--- config.mk ---
export PLATFORM = sky130hd
export DESIGN_NAME = abi_alarm_blink_indicator
export DESIGN_NICKNAME = d
export VERILOG_FILES = /design/src/hdl/abi_alarm_blink_indicator.v /design/src/hdl/abi_blinker.v
export VERILOG_INCLUDE_DIRS = /design/src /design/src/hdl
export SDC_FILE = /design/constraint.sdc
export NUM_CORES = 1
export LEC_CHECK = 0
export BUFFER_PORTS_ARGS = -buffer_cell sky130_fd_sc_hd__buf_2
export CAP_MARGIN = 10
export CORE_MARGIN = 4
export CORE_UTILIZATION = 45
export CTS_CLUSTER_DIAMETER = 60
export DETAILED_ROUTE_END_ITERATION = 10
export PLACE_DENSITY = 0.69
export SLEW_MARGIN = 20
export SYNTH_ARGS = -nofsm -noshare
export SYNTH_HDL_FRONTEND = slang
export SYNTH_HIERARCHICAL = 1
export SYNTH_SLANG_ARGS = --single-unit
--- constraint.sdc ---
create_clock -name core_clk -period 1.75 [get_ports core_clk]
set_input_delay 0.175 -clock core_clk [delete_from_list [all_inputs] [get_ports core_clk]]
set_output_delay 0.175 -clock core_clk [all_outputs]
set_load 0.01 [all_outputs]
--- src/hdl/abi_consts.vh ---
`ifndef ABI_CONSTS_VH
`define ABI_CONSTS_VH

// Blink counts that identify each fault cause.
`define ABI_BLINKS_HEAT      4'h2
`define ABI_BLINKS_VOLT      4'h3
`define ABI_BLINKS_CURR      4'h5
`define ABI_BLINKS_DATA      4'h9
`define ABI_BLINKS_PROC      4'h7

// Overheat threshold in degrees C, compared with the board temperature code.
`define ABI_HEAT_LIMIT_C     8'h55

// Blink timing in milliseconds and the clock rate in kHz.
`define ABI_CLK_KHZ          100000
`define ABI_BLINK_ON_MS      200
`define ABI_BLINK_OFF_MS     200
`define ABI_GROUP_GAP_MS     1500
`define ABI_TICK_CYCLES      (`ABI_CLK_KHZ)

// Blinker states.
`define ABI_ST_IDLE          2'h0
`define ABI_ST_ON            2'h1
`define ABI_ST_OFF           2'h2
`define ABI_ST_GAP           2'h3

`endif

--- src/hdl/abi_alarm_blink_indicator.v ---
// Functional notes
// - Fault drops output and cuts motor current.
// - Active fault blinks indicator red.
// - Blink count per group names cause.
// - Overheat at 85 C: two blinks.
// - Overvoltage: three blinks.
// - Overcurrent: five blinks.
// - Stored data corrupt: nine blinks.
// - Fault latched until power cycle.
`include "abi_consts.vh"

module abi_alarm_blink_indicator #(
  parameter TICK_CYCLES = `ABI_TICK_CYCLES,
  parameter ON_MS       = `ABI_BLINK_ON_MS,
  parameter OFF_MS      = `ABI_BLINK_OFF_MS,
  parameter GAP_MS      = `ABI_GROUP_GAP_MS
) (
  // Clock and power-up reset
  input  wire       core_clk,
  input  wire       sys_rst,
  // Fault sensors, asynchronous to the clock
  input  wire [7:0] boardTempC,
  input  wire       overVoltage,
  input  wire       overCurrent,
  input  wire       dataCorrupt,
  input  wire       procFault,
  // Host and power stage
  output reg        fault_output,
  output reg        motorCurrentEn,
  // Power/fault indicator
  output reg        powerLedGreen,
  output reg        power_fault_indicator
);

  reg  [7:0]  tempMeta;
  reg  [7:0]  tempSync;
  reg  [3:0]  sensMeta;
  reg  [3:0]  sensSync;
  reg  [16:0] tickCount;
  reg         msTick;
  reg         faultLatched;
  reg  [3:0]  causeBlinks;
  wire        lampOn;
  wire [4:0]  trip;

  // Sensor levels cross two flops; a multi-bit temperature may be torn for
  // one sample, which the threshold compare can misjudge, and a false trip then stays latched.
  always @(posedge core_clk) begin
    if (sys_rst) begin
      tempMeta <= 8'h00;
      tempSync <= 8'h00;
      sensMeta <= 4'h0;
      sensSync <= 4'h0;
    end else begin
      tempMeta <= boardTempC;
      tempSync <= tempMeta;
      sensMeta <= {procFault, dataCorrupt, overCurrent, overVoltage};
      sensSync <= sensMeta;
    end
  end

  assign trip[0] = (tempSync >= `ABI_HEAT_LIMIT_C);
  assign trip[1] = sensSync[0];
  assign trip[2] = sensSync[1];
  assign trip[3] = sensSync[2];
  assign trip[4] = sensSync[3];

  // Millisecond enable for the blinker.
  always @(posedge core_clk) begin
    if (sys_rst) begin
      tickCount <= 17'h00000;
      msTick    <= 1'b0;
    end else if (tickCount == TICK_CYCLES[16:0] - 17'h00001) begin
      tickCount <= 17'h00000;
      msTick    <= 1'b1;
    end else begin
      tickCount <= tickCount + 17'h00001;
      msTick    <= 1'b0;
    end
  end

  always @(posedge core_clk) begin
    if (sys_rst) begin
      faultLatched <= 1'b0;
      causeBlinks  <= 4'h0;
    end else if (!faultLatched && (trip != 5'h00)) begin
      faultLatched <= 1'b1;
      if (trip[2])
        causeBlinks <= `ABI_BLINKS_CURR;
      else if (trip[1])
        causeBlinks <= `ABI_BLINKS_VOLT;
      else if (trip[0])
        causeBlinks <= `ABI_BLINKS_HEAT;
      else if (trip[3])
        causeBlinks <= `ABI_BLINKS_DATA;
      else
        causeBlinks <= `ABI_BLINKS_PROC;
    end
  end

  always @(posedge core_clk) begin
    if (sys_rst) begin
      fault_output   <= 1'b0;
      motorCurrentEn <= 1'b0;
    end else begin
      fault_output   <= !faultLatched && (trip == 5'h00);
      motorCurrentEn <= !faultLatched && (trip == 5'h00);
    end
  end

  abi_blinker #(
    .ON_MS  (ON_MS),
    .OFF_MS (OFF_MS),
    .GAP_MS (GAP_MS)
  ) u_blinker (
    .core_clk   (core_clk),
    .sys_rst    (sys_rst),
    .msTick     (msTick),
    .enable     (faultLatched),
    .blinkCount (causeBlinks),
    .lampOn     (lampOn)
  );

  always @(posedge core_clk) begin
    if (sys_rst) begin
      powerLedGreen         <= 1'b0;
      power_fault_indicator <= 1'b0;
    end else begin
      powerLedGreen         <= !faultLatched;
      power_fault_indicator <= faultLatched && lampOn;
    end
  end

endmodule

--- src/hdl/abi_blinker.v ---
`include "abi_consts.vh"

module abi_blinker #(
  parameter ON_MS  = `ABI_BLINK_ON_MS,
  parameter OFF_MS = `ABI_BLINK_OFF_MS,
  parameter GAP_MS = `ABI_GROUP_GAP_MS
) (
  // Clock and reset
  input  wire       core_clk,
  input  wire       sys_rst,
  // Control
  input  wire       msTick,
  input  wire       enable,
  input  wire [3:0] blinkCount,
  // Lamp
  output reg        lampOn
);

  reg [1:0]  state;
  reg [10:0] msCount;
  reg [3:0]  blinkDone;

  always @(posedge core_clk) begin
    if (sys_rst) begin
      state     <= `ABI_ST_IDLE;
      msCount   <= 11'h000;
      blinkDone <= 4'h0;
      lampOn    <= 1'b0;
    end else if (!enable) begin
      state     <= `ABI_ST_IDLE;
      msCount   <= 11'h000;
      blinkDone <= 4'h0;
      lampOn    <= 1'b0;
    end else begin
      case (state)
        `ABI_ST_IDLE: begin
          state     <= `ABI_ST_ON;
          msCount   <= 11'h000;
          blinkDone <= 4'h0;
          lampOn    <= 1'b1;
        end
        `ABI_ST_ON: begin
          if (msTick) begin
            if (msCount == ON_MS[10:0] - 11'h001) begin
              msCount   <= 11'h000;
              lampOn    <= 1'b0;
              blinkDone <= blinkDone + 4'h1;
              if (blinkDone + 4'h1 >= blinkCount)
                state <= `ABI_ST_GAP;
              else
                state <= `ABI_ST_OFF;
            end else begin
              msCount <= msCount + 11'h001;
            end
          end
        end
        `ABI_ST_OFF: begin
          if (msTick) begin
            if (msCount == OFF_MS[10:0] - 11'h001) begin
              msCount <= 11'h000;
              lampOn  <= 1'b1;
              state   <= `ABI_ST_ON;
            end else begin
              msCount <= msCount + 11'h001;
            end
          end
        end
        `ABI_ST_GAP: begin
          if (msTick) begin
            if (msCount == GAP_MS[10:0] - 11'h001) begin
              msCount   <= 11'h000;
              blinkDone <= 4'h0;
              lampOn    <= 1'b1;
              state     <= `ABI_ST_ON;
            end else begin
              msCount <= msCount + 11'h001;
            end
          end
        end
        default: begin
          state  <= `ABI_ST_IDLE;
          lampOn <= 1'b0;
        end
      endcase
    end
  end

endmodule

### Yosys cells after proc, flatten, opt, wreduce, memory -nomap -nowiden

Index checks and enable logic that the tools add are counted.

| operators by class | value |
|---|---|
| equal/unequal tests | 13 |
| reductions and logical operators | 14 |
| muxes and demuxes | 30 |
| bitwise logic cells | 1 |
| magnitude comparators | 2 |
| $add $sub $neg | 3 |

Operators by type and width:

| cell | number |
|---|---|
| $mux W11 | 4 |
| $pmux W11 S3 | 1 |
| $mux W4 | 8 |
| $add A17 B1 Y17 const B | 1 |
| $eq A17 B17 Y1 const B | 1 |
| $mux W2 | 6 |
| $pmux W4 S3 | 1 |
| $add A11 B1 Y11 const B | 1 |
| $eq A11 B11 Y1 const B | 1 |
| $eq A11 B8 Y1 const B | 1 |
| $ge A8 B7 Y1 const B | 1 |
| $mux W1 | 8 |
| $ne A2 B1 Y1 const B | 4 |
| $pmux W2 S4 | 1 |
| $ne A2 B2 Y1 const B | 3 |
| $reduce_and A6 Y1 | 1 |
| $reduce_or A2 Y1 | 3 |
| $logic_not A5 Y1 | 1 |
| $reduce_and A5 Y1 | 1 |
| $reduce_bool A5 Y1 | 1 |
| $add A4 B1 Y4 const B | 1 |
| $eq A2 B2 Y1 const B | 2 |
| $ge A4 B4 Y1 | 1 |
| $pmux W1 S4 | 1 |
| other kinds (7) | 9 |

| storage, ports and cells | value |
|---|---|
| bits of input ports | 14 |
| output and inout bits | 4 |
| logic and storage cells | 78 |
| register bits | 68 |

### Logic depth before layout (Yosys ltp)

| depth | value |
|---|---|
| depth in word-level cells | 6 |
| mapped depth | 7 |
| gate-level depth less buffers | 6 |

### By module

The synthesis kept the hierarchy.

Modules (own cells, without submodules):

| module | instances | area an instance (µm²) | cells an instance | seq. area each (µm²) |
|---|---|---|---|---|
| abi_alarm_blink_indicator | 1 | 1796.7 | 186 | 1001.0 |
| abi_blinker | 1 | 1171.1 | 131 | 360.3 |

### Worst setup path after synthesis

No wires, ideal clock.

| timing | value |
|---|---|
| path type | reg-to-reg |
| start point | register u_blinker.msCount[0] |
| end point | register u_blinker.blinkDone[2] |
| data required time | 1.633 ns |
| period minus slack after synthesis | 1.942 ns |
| library setup time | 0.117 ns |
| path slack | -0.192 ns |
| path buffers | 0 |
| data arrival time | 1.824 ns |
| stages on the path, launching flop included | 6 |
| cells stage by stage | dfxtp_1 -> ha_1 -> or3b_1 -> o41a_1 -> a211o_1 -> a32o_1 |

| on the way | value |
|---|---|
| longest elaborated chain between the ends | 3 |
| elaborated cells between the ends (all ways) | 5 |
| those cells by class | eq/ne (4); reduce/logical (1) |

Ends and longest elaborated chain:

| item | RTL line | RTL |
|---|---|---|
| start, declared | abi_blinker.v:20 | `reg [10:0] msCount;` |
| start signal, assigned | abi_blinker.v:53 | `msCount <= msCount + 11'h001;` |
| start signal, assigned | abi_blinker.v:64 | `msCount <= msCount + 11'h001;` |
| start signal, assigned | abi_blinker.v:76 | `msCount <= msCount + 11'h001;` |
| $eq A11 B11 Y1 or $eq A11 B8 Y1 (tied branches) | abi_blinker.v:70, abi_blinker.v:44 |  |
| $ne A2 B1 Y1 (no line) | - |  |
| $reduce_and A5 Y1 (no line) (*) | - |  |
| end signal, assigned | abi_blinker.v:47 | `blinkDone <= blinkDone + 4'h1;` |
| end, declared | abi_blinker.v:21 | `reg [3:0] blinkDone;` |

Every way passes the cells marked *; elsewhere a longest branch is shown, timed or not.
A chain may end at the register's enable or synchronous reset.

### Worst setup path after layout

| timing | value |
|---|---|
| start point | register u_blinker.msCount[1] |
| end point | register u_blinker.blinkDone[2] |

The elaborated chain is that of the path after synthesis.

==> results summary <==
The count of input and output buffers came out at 17. The final wirelength came out at roughly 5400 µm. The actual transition at the worst max-transition pin is 496 ps.

The total instance count after detailed placement is between 400 and 500. The post-route worst hold slack is 30.5 ps. The run finished, with violations left. The combined global-route utilization of all metal layers is 15.6%. The area share of the largest cell type after synthesis came out at between 40% and 50%. The endpoint required time on the critical path is 1990 ps. The via count of the first global-routing pass was roughly 2.2k. After synthesis, the cell types taking the most area are dfxtp_1 46%, nor2b_1 5.5%, ha_1 5.1%, nor2_1 4.6%, xor2_1 3.2%. The signed area change from the synthesized netlist to the final layout is 20.5%. The top-level I/O count came out at 18. The clock tree buffer depth is 2.

After synthesis, the netlist uses 58 different library cells. The worst path arrival time is 2070 ps. The leakage power total came out at 1.41 nW.

The cell sitting at the root of the clock tree is a clkbuf_8. After synthesis the cells add up to ~0.003 mm². The setup slack of the most critical reg-to-reg path is -80 ps.

TritonCTS built the clock tree. The number of hold buffers added after CTS is 0. After synthesis the netlist holds a flip-flop and latch count of 68.

The mean instance size in the synthesized netlist is roughly 9.4 µm². The clock net in this run drives a total of 68 sinks. Among all stages on the critical path, the largest delay is contributed by or3b_4.

The number of hold violations in the final report is 0. The number of vias after detailed routing is around 2.3k. The number of antenna violations at the first check in global routing is 0. The floorplan has 29 rows. The DRC violations left is 0. Dividing the detail-routed via count by the number of cells gives between 5 and 6. The most used flip-flop cell after synthesis is dfxtp_1.

Traced cell by cell, the critical path runs through ha_4 > or3b_4 > o41a_1 > a211o_1 > a32o_1. The post-layout worst setup margin is -82.5 ps. At the later pin of the worst-skew pair, clock insertion delay measures approximately 350 ps.

The die span in x came out at 89.2 µm. For the finished layout, the period the worst path requires is 1830 ps. The final antenna-violating net count is 0.

Yosys printed 6 warnings. The final net count is between 300 and 400. The clock slew seen by the registers of the worst setup and hold paths came out at 80 ps. The setup path with the least slack is of type reg2reg. The first global-routing pass estimated 9680 µm of wire. The largest total area in the synthesized netlist belongs to dfxtp_1. The post-route clock skew came out at 8.32 ps. The area of the die is 0.00796 mm².

The achievable frequency came out at 0.546 GHz. In this run, the number of DRC markers left after iteration 0 of detailed routing was 98. The worst slew margin relative to its limit came out at 67.0%.

The floorplan step set the die height to 89.2 µm. Setup repair after global routing could not meet its margin everywhere. The starting density of the core is 46.5%. In the final routed layout, each cell accounts on average for 12.3 µm. The nature of the critical path startpoint is a flip-flop. The sequential area share after synthesis came out at a little under half. The tightest min-delay check is of the in2reg type. The sort of element at the end of the critical path is a flip-flop.

The largest single stage delay on the critical path is approximately 400 ps. The share of final-layout standard cells stronger than drive strength 1 came out at 22.1%. The worst-case IR drop observed on VDD is 0.656 mV. The total area inside the core boundary comes to approximately 0.0064 mm². The largest net degree at the start of global routing is 23. The number of diodes came out at 0. The total CTS buffers came out at 9. Global routing finished with a remaining overflow of 0. The number of max-capacitance violations reported came out at 0. The final reports fail on negative setup slack. The total nets after synthesis is 343. The number of flops mapped to enable cells by yosys came out at 0. The cell count after synthesis came out at 317.

The placed wire-length estimate is just under 4000 µm. The routability congestion estimate from global placement came out at 0.855. The final period utilization is 105%. Along the worst path, the maximum fanout reaches 3. The fraction of registers with async set or reset after synthesis came out at 0%. The count of placed standard cells in the final layout, fillers left out is 443. The power density of the placed cells came out at 869 mW/mm².

The final-report setup violation count came out at 15. The iteration count of the initial detailed-routing pass came out at 4. The count of pins over their slew limit is 0.

The number of levels in the clock H-tree is 3.
==> cells by family after synthesis <==
family | Yosys count | synth area share [%]
simple gates | 151 | 29.0
flops | 68 | 45.9
compound gates | 36 | 8.47
buf+inv | 24 | 3.71
xor+xnor | 21 | 6.20
fa+ha+maj | 12 | 5.06
mux | 5 | 1.69
==> cell usage after synthesis, drive strengths merged, types with 2 or more instances <==
cell,count
a211oi,2
a21oi,8
and2,2
and3,2
and4,2
buf,5
clkbuf,6
dfxtp,68
ha,12
inv,13
mux2i,5
nand2,15
nand2b,4
nand3,13
nand3b,2
nand4,11
nor2,36
nor2b,26
nor3,8
nor3b,4
nor4,4
nor4b,2
nor4bb,2
o21a,2
o21ai,9
o31ai,2
or2,3
or3,5
or4,3
xnor2,10
xor2,11
==> cell type report <==
type	count	area (µm²)
fill	577	2810
timing repair buffer	44	295
inverter	13	48.8
tap	77	96.3
sequential	68	1370
multi-input combinational	225	1570
clock buffer	9	124
clock inverter	7	76.3
==> report_power, final <==
group          internal (mW)  switching [mW]
registers               1.60          0.0285
logic                 0.0985           0.102
clock network          0.664           0.617
total                   2.36           0.748
==> critical path, delay by kind of cell, from the launching register on <==
family / cells / cell delay [ps]
AO/OA/AOI/OAI: 3 / 840
adder cells (fa/ha/maj): 1 / 130
flip-flops: 1 / 350
AND/OR/NAND/NOR: 1 / 400
==> layer usage <==
| layer | track usage (%) | vias to the layer above | wire, µm |
|---|---|---|---|
| met4 | 6.77 | 0 | 85 |
| met2 | 25.1 | 33 | 2490 |
| met3 | 4.98 | 11 | 197 |
| li1 | - | 1194 | - |
| met1 | 19.3 | 1064 | 2660 |
| met5 | 0 | - | 0 |
==> timing repair <==
| action | CTS | global route |
|---|---|---|
| pin swaps | 0 | 1 |
| endpoints found under the hold margin | 0 | 0 |
| buffers inserted | 0 | 1 |
| resized for setup | 1 | 8 |
| setup endpoints to repair | 14 | 19 |
==> final timing paths <==
path | to | start | cells after the start
worst max register to register | u_blinker/blinkDone[2] | u_blinker/msCount[1] | 5
worst max-delay path | u_blinker/blinkDone[2] | u_blinker/msCount[1] | 5
worst min-delay path | tempMeta[2] | boardTempC[2] | 2
worst min register to register | sensSync[3] | sensMeta[3] | 1
==> through the flow <==
step	power (mW)	setup WS [ps]	util, %	instance area (µm²)	setup TNS [ps]
2_1_floorplan	1.80	-12.9	-	3020	-12.9
3_3_place_gp	1.86	-2.68	52.2	3330	-2.68
3_5_place_dp	1.86	-43.4	52.2	3330	-147
4_1_cts	3.15	-53.2	55.3	3530	-259
5_1_grt	3.25	-122	56.0	3580	-1420
6_report	3.11	-82.5	56.0	3580	-261
==> cells in the final DEF, fill, tap and decap left out, types with 3 or more instances in the layout <==
master / count
buf_4: 25
dfxtp_2: 5
nand3_1: 12
or3_1: 5
a21oi_1: 8
nand2b_1: 4
xor2_1: 11
nor3_1: 7
nor4_1: 4
mux2i_1: 5
nand2_1: 14
ha_1: 10
nor2_1: 36
dfxtp_1: 63
nand4_1: 11
clkbuf_8: 9
buf_2: 17
or2_2: 3
nor2b_1: 26
inv_1: 13
xnor2_1: 10
nor3b_1: 4
o21ai_0: 8
==> flip-flops by register name, indices dropped and copies added (netlist names), 2 cells and up <==
signal               count
u_blinker/blinkDone      4
tickCount               17
sensSync                 4
sensMeta                 4
u_blinker/msCount       11
causeBlinks              4
tempSync                 8
tempMeta                 8
u_blinker/state          2
Power figures use the tool's default switching activity.
